===== config.mk =====
export PLATFORM = sky130hd
export DESIGN_NAME = ubev_bus_events
export DESIGN_NICKNAME = d
export VERILOG_FILES = /design/src/hw/ubev_pkg.sv /design/src/hw/ubev_dma_chan.sv /design/src/hw/ubev_bus_events.sv
export SDC_FILE = /design/constraint.sdc
export NUM_CORES = 1
export LEC_CHECK = 0
export ABC_AREA = 1
export BUFFER_PORTS_ARGS = -buffer_cell sky130_fd_sc_hd__buf_2
export CORE_UTILIZATION = 60
export CTS_BUF_LIST = sky130_fd_sc_hd__clkbuf_4 sky130_fd_sc_hd__clkbuf_8 sky130_fd_sc_hd__clkbuf_16
export CTS_CLUSTER_DIAMETER = 150
export CTS_CLUSTER_SIZE = 12
export DETAILED_ROUTE_END_ITERATION = 10
export MAX_ROUTING_LAYER = met4
export PLACE_DENSITY = 0.85
export SYNTH_ARGS = -nofsm -noshare
export SYNTH_HDL_FRONTEND = slang
export SYNTH_SLANG_ARGS = --single-unit

===== constraint.sdc =====
create_clock -name sys_clk -period 2.7 [get_ports sys_clk]
set_input_delay 0.27 -clock sys_clk [delete_from_list [all_inputs] [get_ports sys_clk]]
set_output_delay 0.27 -clock sys_clk [all_outputs]
set_load 0.02 [all_outputs]

===== src/hw/ubev_pkg.sv =====
package ubev_pkg;
  // ---------------------------------------------------------------
  // clock and timing
  // ---------------------------------------------------------------
  localparam int CLK_HZ = 20_000_000;
  localparam int CLK_NS = 50;
  localparam int RST_MIN_NS = 2500;
  localparam int SUSP_MS = 3;
  localparam int OSC_STOP_MS = 2;
  localparam int RESUME_SE0_NS = 1344;
  localparam int RST_MIN_CYC = (RST_MIN_NS + CLK_NS - 1) / CLK_NS;
  localparam int SUSP_CYC = SUSP_MS * (CLK_HZ / 1000);
  localparam int OSC_STOP_CYC = OSC_STOP_MS * (CLK_HZ / 1000);
  localparam int RESUME_MIN_CYC = RESUME_SE0_NS / 2 / CLK_NS;

  // ---------------------------------------------------------------
  // register map
  // ---------------------------------------------------------------
  localparam logic [3:0] ADDR_EVT_STATUS = 4'h0;
  localparam logic [3:0] ADDR_EVT_ENABLE = 4'h1;
  localparam logic [3:0] ADDR_EVT_CLEAR = 4'h2;
  localparam logic [3:0] ADDR_STANDBY = 4'h3;
  localparam logic [3:0] ADDR_OSC_TEST = 4'h4;
  localparam logic [3:0] ADDR_DMA_CTRL0 = 4'h5;
  localparam logic [3:0] ADDR_DMA_CTRL1 = 4'h6;
  localparam logic [3:0] ADDR_DMA_INTV0 = 4'h7;
  localparam logic [3:0] ADDR_DMA_INTV1 = 4'h8;
  localparam logic [3:0] ADDR_POWER = 4'h9;

  // event bits
  localparam int EV_SOF = 0;
  localparam int EV_RST_ON = 1;
  localparam int EV_RST_OFF = 2;
  localparam int EV_SUSPEND = 3;
  localparam int EV_AWAKE = 4;
  localparam int EV_NUM = 5;

  // field positions
  localparam int OSC_STOP_SEL_BIT = 3;
  localparam int OSC_TEST_PD_BIT = 2;
  localparam int OSC_TEST_ZERO_BIT = 1;
  localparam int DMA_EN_BIT = 0;
  localparam int DMA_MODE_BIT = 1;
  localparam int DMA_EP_LSB = 2;
  localparam int DMA_EP_W = 3;

  localparam logic [7:0] REG_RESET = 8'h00;

  // line states, {dplus, dminus}
  typedef enum logic [1:0] {
    LINE_SE0 = 2'b00,
    LINE_K = 2'b01,
    LINE_J = 2'b10,
    LINE_SE1 = 2'b11
  } ubev_line_type;

  typedef enum logic [2:0] {
    DMA_IDLE = 3'b001,
    DMA_BUSY = 3'b010,
    DMA_GAP = 3'b100
  } ubev_dma_type;
endpackage : ubev_pkg


===== src/hw/ubev_dma_chan.sv =====
`timescale 1ns/1ps
module ubev_dma_chan
  import ubev_pkg::*;
#(
  parameter int INTV_W = 8
) (
  input wire logic sys_clk,
  input wire logic rst_n,
  input wire logic enable,
  input wire logic singleMode,
  input wire logic [INTV_W-1:0] gapCycles,
  input wire logic packetReady,
  input wire logic byteAck,
  input wire logic packetDone,
  output logic dmaRequestLine
);
  initial begin
    if (INTV_W < 1) $error("INTV_W too small");
  end

  ubev_dma_type state;
  ubev_dma_type next_state;
  logic [INTV_W-1:0] gapCount;

  always_comb begin
    next_state = state;
    case (state)
      DMA_IDLE: if (enable && packetReady) next_state = DMA_BUSY;
      DMA_BUSY: begin
        if (packetDone || !enable) next_state = DMA_IDLE;
        else if (singleMode && byteAck) next_state = DMA_GAP;
      end
      DMA_GAP: if (!enable) next_state = DMA_IDLE;
        else if (gapCount == '0) next_state = DMA_BUSY;
      default: next_state = DMA_IDLE;
    endcase
  end

  always_ff @(posedge sys_clk or negedge rst_n) begin
    if (!rst_n) state <= DMA_IDLE;
    else state <= next_state;
  end

  always_ff @(posedge sys_clk or negedge rst_n) begin
    if (!rst_n) gapCount <= '0;
    else if (state == DMA_BUSY) gapCount <= gapCycles;
    else if (gapCount != '0) gapCount <= gapCount - 1'b1;
  end

  // request held through the whole packet in demand mode
  assign dmaRequestLine = (state == DMA_BUSY);
endmodule : ubev_dma_chan


===== src/hw/ubev_bus_events.sv =====
// Strobed register access and the address map were decided locally.
`timescale 1ns/1ps
// Operation
// - SOF detected sets flag and interrupt
// - flags sticky until firmware writes one
// - SE0 2.5 us raises reset-assert
// - J after long SE0 raises reset-release
// - idle 3 ms raises suspend
// - further 2 ms idle stops oscillation
// - SE0 after K raises awake
// - byte DMA on endpoints 1,2,4,5
// - two DMA channels with control, interval
// - each channel demand or single mode
// - demand holds request for whole packet
// - single drops request after each unit
// - suspend stops PLL, enters power-down
// - oscillator stops if selected and CPU slow
// - resume restarts oscillator, PLL, exits power-down
// - test bit2=1, bit1=0 forces power-down
module ubev_bus_events
  import ubev_pkg::*;
#(
  parameter int SUSP_CYCLES = SUSP_CYC,
  parameter int OSC_STOP_CYCLES = OSC_STOP_CYC,
  parameter int INTV_W = 8
) (
  input wire logic sys_clk,
  input wire logic rst_n,
  input wire logic dPlus,
  input wire logic dMinus,
  input wire logic sofSeen,
  input wire logic [3:0] regAddr,
  input wire logic [7:0] regWdata,
  input wire logic regWrite,
  input wire logic regRead,
  output logic [7:0] regRdata,
  output logic irq,
  input wire logic [5:0] epPacketReady,
  input wire logic [1:0] dmaByteAck,
  input wire logic [1:0] dmaPacketDone,
  output logic [1:0] dmaRequestLine,
  output logic [1:0][DMA_EP_W-1:0] dmaEndpoint,
  input wire logic cpuStopOrSub,
  output logic pllEnable,
  output logic oscEnable,
  output logic usbOscRun,
  output logic powerDown
);
  initial begin
    if (SUSP_CYCLES < 2 || OSC_STOP_CYCLES < 1) $error("bad timing parameters");
    if (INTV_W < 1 || INTV_W > 8) $error("INTV_W must be 1..8");
  end

  localparam int CW = $clog2(SUSP_CYCLES + OSC_STOP_CYCLES + 2);

  // ---------------------------------------------------------------
  // line monitor
  // ---------------------------------------------------------------
  logic [1:0] line;
  logic [1:0] prevLine;
  logic [CW-1:0] stateCount;
  logic longSe0;
  logic afterK;
  logic suspended;
  logic [EV_NUM-1:0] evPulse;

  assign line = {dPlus, dMinus};

  always_ff @(posedge sys_clk or negedge rst_n) begin
    if (!rst_n) prevLine <= LINE_J;
    else prevLine <= line;
  end

  always_ff @(posedge sys_clk or negedge rst_n) begin
    if (!rst_n) stateCount <= '0;
    else if (line != prevLine) stateCount <= '0;
    else if (stateCount != '1) stateCount <= stateCount + 1'b1;
  end

  // se0 entered right after K is the resume candidate
  always_ff @(posedge sys_clk or negedge rst_n) begin
    if (!rst_n) afterK <= 1'b0;
    else if (line != prevLine) afterK <= (prevLine == LINE_K) && (line == LINE_SE0);
  end

  always_ff @(posedge sys_clk or negedge rst_n) begin
    if (!rst_n) longSe0 <= 1'b0;
    else if (line == LINE_SE0 && stateCount == CW'(RST_MIN_CYC - 1)) longSe0 <= 1'b1;
    else if (line != LINE_SE0) longSe0 <= 1'b0;
  end

  always_comb begin
    evPulse = '0;
    evPulse[EV_SOF] = sofSeen;
    evPulse[EV_RST_ON] = (line == LINE_SE0) && (stateCount == CW'(RST_MIN_CYC - 1)) && !afterK;
    evPulse[EV_RST_OFF] = longSe0 && (line == LINE_J);
    evPulse[EV_SUSPEND] = (line == LINE_J) && (stateCount == CW'(SUSP_CYCLES - 1));
    evPulse[EV_AWAKE] = afterK && (prevLine == LINE_SE0) && (line != LINE_SE0)
      && (stateCount >= CW'(RESUME_MIN_CYC)) && suspended;
  end

  // ---------------------------------------------------------------
  // power control
  // ---------------------------------------------------------------
  logic [7:0] standbyControlReg;
  logic [7:0] oscillatorTestReg;
  logic forcedDown;

  assign forcedDown = oscillatorTestReg[OSC_TEST_PD_BIT] && !oscillatorTestReg[OSC_TEST_ZERO_BIT];

  always_ff @(posedge sys_clk or negedge rst_n) begin
    if (!rst_n) suspended <= 1'b0;
    else if (evPulse[EV_AWAKE]) suspended <= 1'b0;
    else if (evPulse[EV_SUSPEND]) suspended <= 1'b1;
  end

  always_ff @(posedge sys_clk or negedge rst_n) begin
    if (!rst_n) usbOscRun <= 1'b1;
    else if (!suspended) usbOscRun <= 1'b1;
    else if (line == LINE_J && stateCount == CW'(SUSP_CYCLES + OSC_STOP_CYCLES - 1)) usbOscRun <= 1'b0;
  end

  assign powerDown = suspended || forcedDown;
  assign pllEnable = !powerDown;
  assign oscEnable = !(powerDown && standbyControlReg[OSC_STOP_SEL_BIT] && cpuStopOrSub);

  // ---------------------------------------------------------------
  // event flags and interrupt
  // ---------------------------------------------------------------
  logic [EV_NUM-1:0] evStatus;
  logic [EV_NUM-1:0] evEnable;
  logic [EV_NUM-1:0] evClear;

  assign evClear = (regWrite && regAddr == ADDR_EVT_CLEAR) ? regWdata[EV_NUM-1:0] : '0;

  // set wins over clear in the same cycle
  always_ff @(posedge sys_clk or negedge rst_n) begin
    if (!rst_n) evStatus <= '0;
    else evStatus <= (evStatus & ~evClear) | evPulse;
  end

  assign irq = |(evStatus & evEnable);

  // ---------------------------------------------------------------
  // register writes
  // ---------------------------------------------------------------
  logic [1:0][7:0] dmaCtrl;
  logic [1:0][7:0] dmaIntv;

  always_ff @(posedge sys_clk or negedge rst_n) begin
    if (!rst_n) evEnable <= '0;
    else if (regWrite && regAddr == ADDR_EVT_ENABLE) evEnable <= regWdata[EV_NUM-1:0];
  end

  always_ff @(posedge sys_clk or negedge rst_n) begin
    if (!rst_n) begin
      standbyControlReg <= REG_RESET;
      oscillatorTestReg <= REG_RESET;
    end else if (regWrite) begin
      if (regAddr == ADDR_STANDBY) standbyControlReg <= regWdata;
      else if (regAddr == ADDR_OSC_TEST) oscillatorTestReg <= regWdata;
    end
  end

  always_ff @(posedge sys_clk or negedge rst_n) begin
    if (!rst_n) begin
      dmaCtrl <= '0;
      dmaIntv <= '0;
    end else if (regWrite) begin
      if (regAddr == ADDR_DMA_CTRL0) dmaCtrl[0] <= regWdata;
      else if (regAddr == ADDR_DMA_CTRL1) dmaCtrl[1] <= regWdata;
      else if (regAddr == ADDR_DMA_INTV0) dmaIntv[0] <= regWdata;
      else if (regAddr == ADDR_DMA_INTV1) dmaIntv[1] <= regWdata;
    end
  end

  // ---------------------------------------------------------------
  // register reads
  // ---------------------------------------------------------------
  logic [7:0] next_regRdata;

  always_comb begin
    next_regRdata = '0;
    if (regAddr == ADDR_EVT_STATUS) next_regRdata = 8'(evStatus);
    else if (regAddr == ADDR_EVT_ENABLE) next_regRdata = 8'(evEnable);
    else if (regAddr == ADDR_STANDBY) next_regRdata = standbyControlReg;
    else if (regAddr == ADDR_OSC_TEST) next_regRdata = oscillatorTestReg;
    else if (regAddr == ADDR_DMA_CTRL0) next_regRdata = dmaCtrl[0];
    else if (regAddr == ADDR_DMA_CTRL1) next_regRdata = dmaCtrl[1];
    else if (regAddr == ADDR_DMA_INTV0) next_regRdata = dmaIntv[0];
    else if (regAddr == ADDR_DMA_INTV1) next_regRdata = dmaIntv[1];
    else if (regAddr == ADDR_POWER) next_regRdata = {4'h0, usbOscRun, oscEnable, suspended, powerDown};
  end

  always_ff @(posedge sys_clk or negedge rst_n) begin
    if (!rst_n) regRdata <= '0;
    else if (regRead) regRdata <= next_regRdata;
    else regRdata <= '0;
  end

  // ---------------------------------------------------------------
  // dma channels
  // ---------------------------------------------------------------
  genvar ch;
  generate
    for (ch = 0; ch < 2; ch++) begin : gDma
      logic [DMA_EP_W-1:0] ep;
      logic epOk;
      assign ep = dmaCtrl[ch][DMA_EP_LSB +: DMA_EP_W];
      // only endpoints 1,2,4,5 may be serviced
      assign epOk = (ep == 3'd1) || (ep == 3'd2) || (ep == 3'd4) || (ep == 3'd5);
      assign dmaEndpoint[ch] = ep;
      ubev_dma_chan #(
        .INTV_W(INTV_W)
      ) uChan (
        .sys_clk(sys_clk),
        .rst_n(rst_n),
        .enable(dmaCtrl[ch][DMA_EN_BIT] && epOk),
        .singleMode(dmaCtrl[ch][DMA_MODE_BIT]),
        .gapCycles(dmaIntv[ch][INTV_W-1:0]),
        .packetReady(epPacketReady[ep]),
        .byteAck(dmaByteAck[ch]),
        .packetDone(dmaPacketDone[ch]),
        .dmaRequestLine(dmaRequestLine[ch])
      );
    end
  endgenerate
endmodule : ubev_bus_events


==> metrics, run 1 <==
cells after synthesis 727; Synth-to-Final Area Change 9.06%; routability cong. 0.959; VDD IR-drop max 0.322 mV; CTS root buffer clkbuf_8; mean post-synth cell area 8.04 um2; worst r2r src stateCount[0]$_DFFE_PN0P_; CTS clk-pin slew, worst paths 0.11 ns; status complete, no violations; initial antenna violation count 0; pre-CTS setup slack 0.536 ns; # nets final 812; Critical Path AT 2.44 ns; Synth cell types 47; RSZ-0062 raised after global routing no; Starting Density 0.627; total number of vias 5126; crit path capture type flip-flop; Wirelength per Cell 15.4 um; skew final 0.00966 ns; Critical Path RT 2.97 ns; Synth area leader dfrtp_1; most common cell in the synthesized netlist nand2_1; CTS max path bufs 2; ANT nets after route 0; Clock Sinks 111; fin crit share 0.805; Reg area 2780 um2; core area 9330 um2; first-pass GRT wire length 23.5 mm; placed wire-length estimate 10.4 mm; setup ws final 0.526 ns; setup TNS 0 ns; syn nets 764; crit-path cells ha_1 -> inv_1 -> nor2_2 -> nand2_1 -> nor4_1 -> ha_1 -> inv_1 -> nor2_1 -> nor2_2 -> o21ai_0 -> a21oi_1; DRC 0; power density cells 720 nW/um2; Tmin final 2.17 ns; vias per inst 5.64; crit path from stateCount[0]$_DFFE_PN0P_; CP max stage delay 0.42 ns; Detailed Route WL 14.0 mm; GRT Total Usage 0.310; antenna cells 0; final setup violation count 0; largest net degree at the start of global routing 63; Die Width 101 um; clk_lat worst skew 0.39 ns; Top FF cell, synth dfrtp_1; fraction of layout cells with a size suffix above 1 0.154; mapped cell area 5840 um2; worst min-delay path startpoint dMinus; worst-path fanout max 5; Yosys warning count 0; slowest cell on the critical path dfrtp_1; die area 10100 um2; I/O pins 51; Cell Rows 35; fillers 747; WS Path Type flip-flop to flip-flop; Post-synth EDFFs 0; Multi-input gate area 2540 um2; top post-synthesis cells by area dfrtp_1 46%, nand2_1 12%, o21ai_0 6.6%; max_slew headroom 0.469; port bufs 50; Min-Delay Path Class primary input to flip-flop; overflow left after global routing 0; Slew Viols, Final 0; drt pass-1 iters 6; Die Y 101 um; max-cap viol count 0; Max Freq 460 MHz; Commonest cells post-synth 188 x nand2_1, 107 x dfrtp_1, 93 x inv_1; Fin. Hold Viols 0; H-tree Lvls 3; async set or reset register ratio after synthesis 1.00; post-synth top area share 0.458; Critical Path Source Type flip-flop; Slew @ Worst Pin 0.796 ns; TritonCTS Buffers 9; Iter 0 DRT Violations 293; register area share after synthesis 0.476; P_leak 3.12 nW; TritonCTS clock tree yes; number of global-route vias before repair 4970; register bit count reported by yosys 111; setup bufs post-CTS 0
[registers in the layout (all words and copies together) (netlist names), 2 cells and up]
signal               count
stateCount              17
dmaIntv                 16
gDma.uChan.gapCount     16
dmaCtrl                 10
oscillatorTestReg        8
regRdata                 8
standbyControlReg        8
dmaEndpoint              6
gDma.uChan.state         6
evEnable                 5
evStatus                 5
prevLine                 2
[critical path, delay by kind of cell (launching register included)]
family,cells,cell delay [ns]
buffers and inverters,2,0.17
AO/OA/AOI/OAI,2,0.22
AND/OR/NAND/NOR,5,0.76
flip-flops,1,0.42
adder cells (fa/ha/maj),2,0.47
[placed cells by master, fill, tap and decap left out, drive strengths merged]
cell type | synthesis | routed
clkinvlp | 0 | 1
inv | 98 | 103
xor2 | 9 | 9
o31ai | 3 | 3
nand3 | 34 | 34
nand4 | 11 | 11
nor2 | 57 | 57
o22ai | 1 | 1
a22oi | 1 | 1
o2111ai | 2 | 2
o211ai | 5 | 5
a221oi | 1 | 1
clkinv | 2 | 2
ha | 7 | 7
o221ai | 2 | 2
a2bb2oi | 1 | 1
clkbuf | 0 | 9
and3 | 1 | 1
dfstp | 4 | 4
dfrtp | 107 | 107
nor3 | 19 | 19
nand2 | 197 | 197
a211oi | 1 | 1
buf | 19 | 54
nor4 | 4 | 4
bufinv | 0 | 1
a311oi | 1 | 1
a32o | 1 | 1
o21bai | 3 | 3
xnor2 | 4 | 4
a31oi | 4 | 4
or2 | 4 | 4
a21oi | 24 | 24
o21ai | 98 | 98
a22o | 2 | 2
dlygate4sd3 | 0 | 2
[timing repair]
action,CTS,global route
resized for setup,0,0
hold endpoints to repair,30,0
hold buffers,2,0
[power breakdown]
group / leakage [nW] / switching, mW / internal (mW)
combinational: 1.60 / 0.749 / 0.488
sequential: 1.42 / 0.278 / 2.01
clock: 0.103 / 0.621 / 0.449
[cell families (layout without fill, tap and decap cells)]
logic type	count (synthesis)	count (layout)	synth area share
AND/OR/NAND/NOR	327	327	0.251
flip-flops	111	111	0.476
AO/OA/AOI/OAI	150	150	0.149
XOR/XNOR	13	13	0.0195
buffers and inverters	119	172	0.0895
adder cells (fa/ha/maj)	7	7	0.0150
[worst paths after layout]
check	endpoint	slack, ns	cells after the start
setup / recovery	stateCount[12]$_DFFE_PN0P_	0.53	11
hold / removal	prevLine[0]$_DFF_PN0_	0.04	1
setup reg to reg	stateCount[12]$_DFFE_PN0P_	0.53	11
max in group asynchronous	prevLine[1]$_DFF_PN1_	1.33	3
min in group asynchronous	gDma[1].uChan.gapCount[3]$_DFFE_PN0P_	0.49	2
hold reg to reg	standbyControlReg[2]$_DFFE_PN0P_	0.49	2
[stage by stage]
stage	hold WS [ns]	cell area [um2]	power, mW	instances	util
2_1_floorplan	-0.0256	5840	3.19	727	-
3_3_place_gp	0.392	6150	3.45	891	0.659
3_5_place_dp	0.406	6150	3.54	891	0.659
4_1_cts	0.0290	6370	4.60	909	0.683
5_1_grt	0.0243	6370	4.88	909	0.683
6_report	0.0353	6370	4.59	909	0.683
[final cells by class]
type,count,area share
inverters,100,0.0597
repair buffers,56,0.0475
flip-flops and latches,111,0.437
clock inverters,7,0.0132
clock buffers,9,0.0194
well taps,129,0.0253
multi-input cells,497,0.398
[routing by layer]
layer,routed length (um),vias to the layer above,GRT usage
met4,469,0,0.123
met5,0,-,-
met3,980,47,0.0499
li1,-,2460,-
met2,7100,204,0.530
met1,5490,2415,0.369
Note: power is estimated with default switching activity, not from simulation.
==> run 2: changes to the inputs <==
- clock period: 2.7 -> 2.1 ns (I/O delays scaled with it)
==> run 2 against run 1 <==
Critical path depth increased by 2. Total power is 31% higher. Sequential power up 29%. Non-clock buffer count increased by 8. Highest routed layer unchanged. Hold slack got worse by 0.025 ns. Core utilization grew 1.6 points. Register-to-register slack lost 0.50 ns. First-iteration DRC count decreased by 10%. Sequential share of layout area is 0.99 points lower. Cell count up 0.88%.
==> metrics, run 2 (synthesis gave the netlist of run 1 again) <==
CTS root buffer clkbuf_8 (unchanged); overall power 6.01 mW (was 4.59 mW); DRC 0 (unchanged); fillers 767 (was 747); GRT Total Usage 0.314 (was 0.310); total number of vias 5198 (was 5126); status complete, no violations (unchanged); crit path capture type flip-flop (unchanged); Synth-to-Final Area Change 11.6% (was 9.06%); WHS 0.0104 ns (was 0.0353 ns); Critical Path RT 2.41 ns (was 2.97 ns); number of global-route vias before repair 5145 (was 4970); first-pass GRT wire length 23.6 mm (was 23.5 mm); fin crit share 0.987 (was 0.805); CTS clk-pin slew, worst paths 0.11 ns (about the same); Slew Viols, Final 0 (unchanged); clk_lat worst skew 0.38 ns (was 0.39 ns); Clock Sinks 111 (unchanged); Sw Ratio 0.351 (was 0.359); Clk pwr share 0.241 (was 0.233); Fin. Hold Viols 0 (unchanged); Gate power share 0.270 (was 0.269); WS Path Type flip-flop to flip-flop (unchanged); initial antenna violation count 0 (unchanged); # nets final 820 (was 812); biggest regs stateCount (17), dmaIntv (16), gDma.uChan.gapCount (16) (unchanged); drt pass-1 iters 5 (was 6); Die Width 101 um (unchanged); Iter 0 DRT Violations 263 (was 293); die area 10100 um2 (unchanged); fin util 0.699 (was 0.683); P_leak 3.18 nW (was 3.12 nW); H-tree Lvls 3 (unchanged); Slew @ Worst Pin 0.579 ns (was 0.796 ns); VDD IR-drop max 0.443 mV (was 0.322 mV); ANT nets after route 0 (unchanged); largest reg by FF count stateCount (unchanged); worst-path fanout max 6 (was 5); commonest non-fill, non-tap cell in the layout nand2_1 (unchanged); Critical Path Source Type flip-flop (unchanged); core area 9330 um2 (unchanged); Cell Rows 35 (unchanged); Critical Path AT 2.38 ns (was 2.44 ns); TritonCTS Buffers 9 (unchanged); largest net degree at the start of global routing 43 (was 63); antenna cells 0 (unchanged); sequential power share 0.489 (was 0.498); max_slew headroom 0.610 (was 0.469); routability cong. 0.941 (was 0.959); Starting Density 0.627 (unchanged); fraction of layout cells with a size suffix above 1 0.171 (was 0.154); Max Freq 483 MHz (was 460 MHz); port bufs 50 (unchanged); max reg flops 17 (unchanged); skew final 0.0114 ns (was 0.00966 ns); power density cells 922 nW/um2 (was 720 nW/um2); Pint 3.90 mW (was 2.94 mW); max-cap viol count 0 (unchanged); Reg area 2780 um2 (unchanged); CTS max path bufs 2 (unchanged); vias per inst 5.67 (was 5.64); Detailed Route WL 14.5 mm (was 14.0 mm); final setup violation count 0 (unchanged); Worst R2R Setup Slack 0.03 ns (was 0.53 ns); overflow left after global routing 0 (unchanged); Wirelength per Cell 15.8 um (was 15.4 um); Multi-input gate area 2590 um2 (was 2540 um2); Min-Delay Path Class primary input to flip-flop (unchanged); Tmin final 2.07 ns (was 2.17 ns); NetSw 2.11 mW (was 1.65 mW); I/O pins 51 (unchanged); highest-count cells in the layout ignoring fill and taps 186 x nand2_1, 107 x dfrtp_1, 92 x inv_1 (was 188 x nand2_1, 107 x dfrtp_1, 93 x inv_1); TritonCTS clock tree yes (unchanged); Die Y 101 um (unchanged); placed wire-length estimate 10.8 mm (was 10.4 mm)
-- run 2: per-stage QoR --
| step | std cells | area [um2] | setup TNS (ns) | setup slack [ns] |
|---|---|---|---|---|
| final | 917 | 6520 | 0 | 0.0283 |
| after global routing | 917 | 6520 | -0.456 | -0.0818 |
| after CTS | 916 | 6460 | 0 | 0.0113 |
| after detailed placement | 897 | 6200 | -0.0459 | -0.0459 |
| after global placement | 897 | 6200 | 0 | 0.0879 |
| after floorplan | 727 | 5840 | 0 | 0.229 |
-- run 2: layout make-up --
class | instances | share of cell area
clock inverters | 7 | 0.0155
clock buffers | 9 | 0.0190
repair buffers | 64 | 0.0579
multi-input cells | 497 | 0.398
flip-flops and latches | 111 | 0.427
well taps | 129 | 0.0248
inverters | 100 | 0.0583
-- run 2: worst max-delay path: stages (launching register included) --
cell     delay [ns]
dfrtp_1        0.49
nand2_1        0.14
inv_1          0.14
nand2_1        0.11
nor4_4         0.31
ha_4           0.23
nor2_4         0.04
nand2_1        0.10
nor2_2         0.06
nand2_1        0.05
inv_1          0.06
nand2_1        0.07
o21ai_1        0.06
nor2_1         0.13
-- run 2: per-layer routing --
| metal | GRT usage | vias up | wire, um |
|---|---|---|---|
| li1 | - | 2479 | - |
| met1 | 0.363 | 2485 | 5750 |
| met2 | 0.543 | 182 | 7430 |
| met3 | 0.0451 | 52 | 792 |
| met4 | 0.146 | 0 | 557 |
| met5 | - | - | 0 |
-- run 2: repair_timing --
item	CTS	global route
resized for setup	1	13
pin swaps	0	4
hold buffers	3	0
endpoints found under the hold margin	40	0
gates cloned	0	0
endpoints found under the setup margin	2	16
buffers inserted	0	1
-- run 2: worst paths after layout --
path                                                  start                                    end  depth (start not counted)
setup reg to reg                 stateCount[10]$_DFFE_PN0P_             stateCount[13]$_DFFE_PN0P_                         13
hold reg to reg            oscillatorTestReg[6]$_DFFE_PN0P_       oscillatorTestReg[6]$_DFFE_PN0P_                          2
setup / recovery                 stateCount[10]$_DFFE_PN0P_             stateCount[13]$_DFFE_PN0P_                         13
max in group asynchronous                             rst_n     gDma[0].uChan.state[0]$_DFFE_PN1P_                          3
hold / removal                                      sofSeen                  evStatus[0]$_DFF_PN0_                          3
min in group asynchronous                             rst_n  gDma[1].uChan.gapCount[3]$_DFFE_PN0P_                          2
-- run 2: power groups by stage --
stage	logic (mW)	registers, mW	clock network, mW
2_1_floorplan	1.23	2.87	0
5_1_grt	1.85	2.99	1.55
4_1_cts	1.62	2.92	1.47
3_3_place_gp	1.51	2.95	0
6_report	1.62	2.94	1.45
3_5_place_dp	1.61	2.96	0
==> run 3: changes to the inputs <==
- GPL_TIMING_DRIVEN: unset -> 0
==> run 3 against run 2 <==
Register-to-register slack better by 0.08 ns. Sequential cell count unchanged. Total power down 3.1%. Via count down 0.38%. Sequential power about the same. Cell count up 1.2%.
==> metrics, run 3 (synthesis gave the netlist of run 1 again) <==
VDD IR-drop max 0.464 mV (was 0.443 mV); highest-count cells in the layout ignoring fill and taps 186 x nand2_1, 106 x dfrtp_1, 90 x inv_1 (was 186 x nand2_1, 107 x dfrtp_1, 92 x inv_1); final setup violation count 0 (unchanged); RSZ-0062 raised after global routing yes; Max Freq 502 MHz (was 483 MHz); Cell Rows 35 (unchanged); final cell count without fillers 928 (was 917); Detailed Route WL 13.7 mm (was 14.5 mm); max-cap viol count 0 (unchanged); setup TNS 0 ns (unchanged); Die Width 101 um (unchanged); fillers 773 (was 767); max reg flops 17 (unchanged); fin crit share 0.948 (was 0.987); Synth-to-Final Area Change 12.4% (was 11.6%); fraction of layout cells with a size suffix above 1 0.186 (was 0.171); ANT nets after route 0 (unchanged); status complete, no violations (unchanged); clk_lat worst skew 0.38 ns (about the same); Critical Path AT 2.25 ns (was 2.38 ns); die area 10100 um2 (unchanged); NetSw 2.06 mW (was 2.11 mW); routability cong. 0.948 (was 0.941); DRC 0 (unchanged); Sw Ratio 0.354 (was 0.351); WHS 0.0131 ns (was 0.0104 ns); core area 9330 um2 (unchanged); Starting Density 0.627 (unchanged); Fin. Hold Viols 0 (unchanged); initial antenna violation count 0 (unchanged); total number of vias 5178 (was 5198); CTS clk-pin slew, worst paths 0.11 ns (about the same); P_leak 3.21 nW (was 3.18 nW); max_slew headroom 0.586 (was 0.610); Die Y 101 um (unchanged); crit path capture type flip-flop (unchanged); commonest non-fill, non-tap cell in the layout nand2_1 (unchanged); Pint 3.76 mW (was 3.90 mW); largest reg by FF count stateCount (unchanged); sequential power share 0.502 (was 0.489); antenna cells 0 (unchanged); biggest regs stateCount (17), dmaIntv (16), gDma.uChan.gapCount (16) (unchanged); Multi-input gate area 2580 um2 (was 2590 um2); Reg area 2780 um2 (about the same); overflow left after global routing 0 (unchanged); TritonCTS clock tree yes (unchanged); Critical Path Source Type flip-flop (unchanged); Tmin final 1.99 ns (was 2.07 ns); overall power 5.83 mW (was 6.01 mW); Slew @ Worst Pin 0.621 ns (was 0.579 ns); dpl cells 906 (was 897); drt pass-1 iters 5 (unchanged); CTS max path bufs 2 (unchanged); CTS root buffer clkbuf_8 (unchanged); port bufs 49 (was 50); Wirelength per Cell 14.8 um (was 15.8 um); vias per inst 5.58 (was 5.67); TritonCTS Buffers 9 (unchanged); I/O pins 51 (unchanged); Clock Sinks 111 (unchanged); Min-Delay Path Class primary input to flip-flop (unchanged); WS Path Type flip-flop to flip-flop (unchanged); GRT Total Usage 0.301 (was 0.314); power density cells 887 nW/um2 (was 922 nW/um2); Gate power share 0.283 (was 0.270); placed wire-length estimate 10.4 mm (was 10.8 mm); Critical Path RT 2.36 ns (was 2.41 ns); largest net degree at the start of global routing 66 (was 43); Clk pwr share 0.215 (was 0.241); skew final 0.0142 ns (was 0.0114 ns); Slew Viols, Final 0 (unchanged); number of global-route vias before repair 4969 (was 5145); # nets final 831 (was 820); worst-path fanout max 5 (was 6); Iter 0 DRT Violations 291 (was 263); H-tree Lvls 3 (unchanged); first-pass GRT wire length 23.0 mm (was 23.6 mm)
-- run 3: cell type report --
cell class	count	share of cell area
Sequential cell	111	0.424
Multi-Input combinational cell	497	0.393
Inverter	100	0.0579
Timing Repair Buffer	56	0.0499
Tap cell	129	0.0246
Clock buffer	11	0.0231
Buffer	19	0.0217
Clock inverter	5	0.00591
-- run 3: critical path, stage by stage, from the launching register on --
cell	delay, ns
dfrtp_1	0.43
nand2_1	0.13
nor2_4	0.12
nand2_1	0.12
nor4_2	0.25
ha_2	0.30
inv_2	0.09
nand2_2	0.10
nor2_2	0.06
inv_1	0.07
nor2_1	0.05
o21ai_1	0.11
a21oi_1	0.05
-- run 3: worst paths after layout --
kind | startpoint | to | slack (ns) | cells after the start
max | stateCount[8]$_DFFE_PN0P_ | stateCount[10]$_DFFE_PN0P_ | 0.11 | 12
min | sofSeen | evStatus[0]$_DFF_PN0_ | 0.01 | 3
max reg2reg | stateCount[8]$_DFFE_PN0P_ | stateCount[10]$_DFFE_PN0P_ | 0.11 | 12
min reg2reg | oscillatorTestReg[0]$_DFFE_PN0P_ | oscillatorTestReg[0]$_DFFE_PN0P_ | 0.49 | 2
max in group asynchronous | rst_n | prevLine[1]$_DFF_PN1_ | 0.96 | 3
min in group asynchronous | rst_n | gDma[1].uChan.gapCount[5]$_DFFE_PN0P_ | 0.37 | 2
-- run 3: per-stage QoR --
step | worst slack, ns | utilization | instance area (um2)
6_report | 0.109 | 0.704 | 6570
3_3_place_gp | -0.389 | 0.670 | 6250
5_1_grt | -0.00405 | 0.704 | 6570
3_5_place_dp | -0.191 | 0.673 | 6280
4_1_cts | 0.00620 | 0.700 | 6530
2_1_floorplan | 0.229 | - | 5840
-- run 3: power by group through the flow --
stage | combinational (mW) | clock [mW] | sequential, mW
floorplan | 1.23 | 0 | 2.87
global placement | 1.56 | 0 | 2.93
detailed placement | 1.64 | 0 | 2.96
CTS | 1.66 | 1.27 | 2.92
global route | 1.89 | 1.36 | 2.98
finish | 1.65 | 1.25 | 2.92
-- run 3: per-layer routing --
metal  GRT usage  part of all wire  wire [um]
met5           -                 0          0
met4       0.119             0.030        410
met3      0.0381             0.055        753
met2       0.515              0.51       6990
met1       0.364              0.41       5590
-- run 3: timing repair --
item,4_1_cts,5_1_grt
setup buffers,2,1
gates cloned,0,0
setup endpoints to repair,9,12
endpoints found under the hold margin,46,0
pin swaps,1,6
resized for setup,4,13
hold buffers,3,0
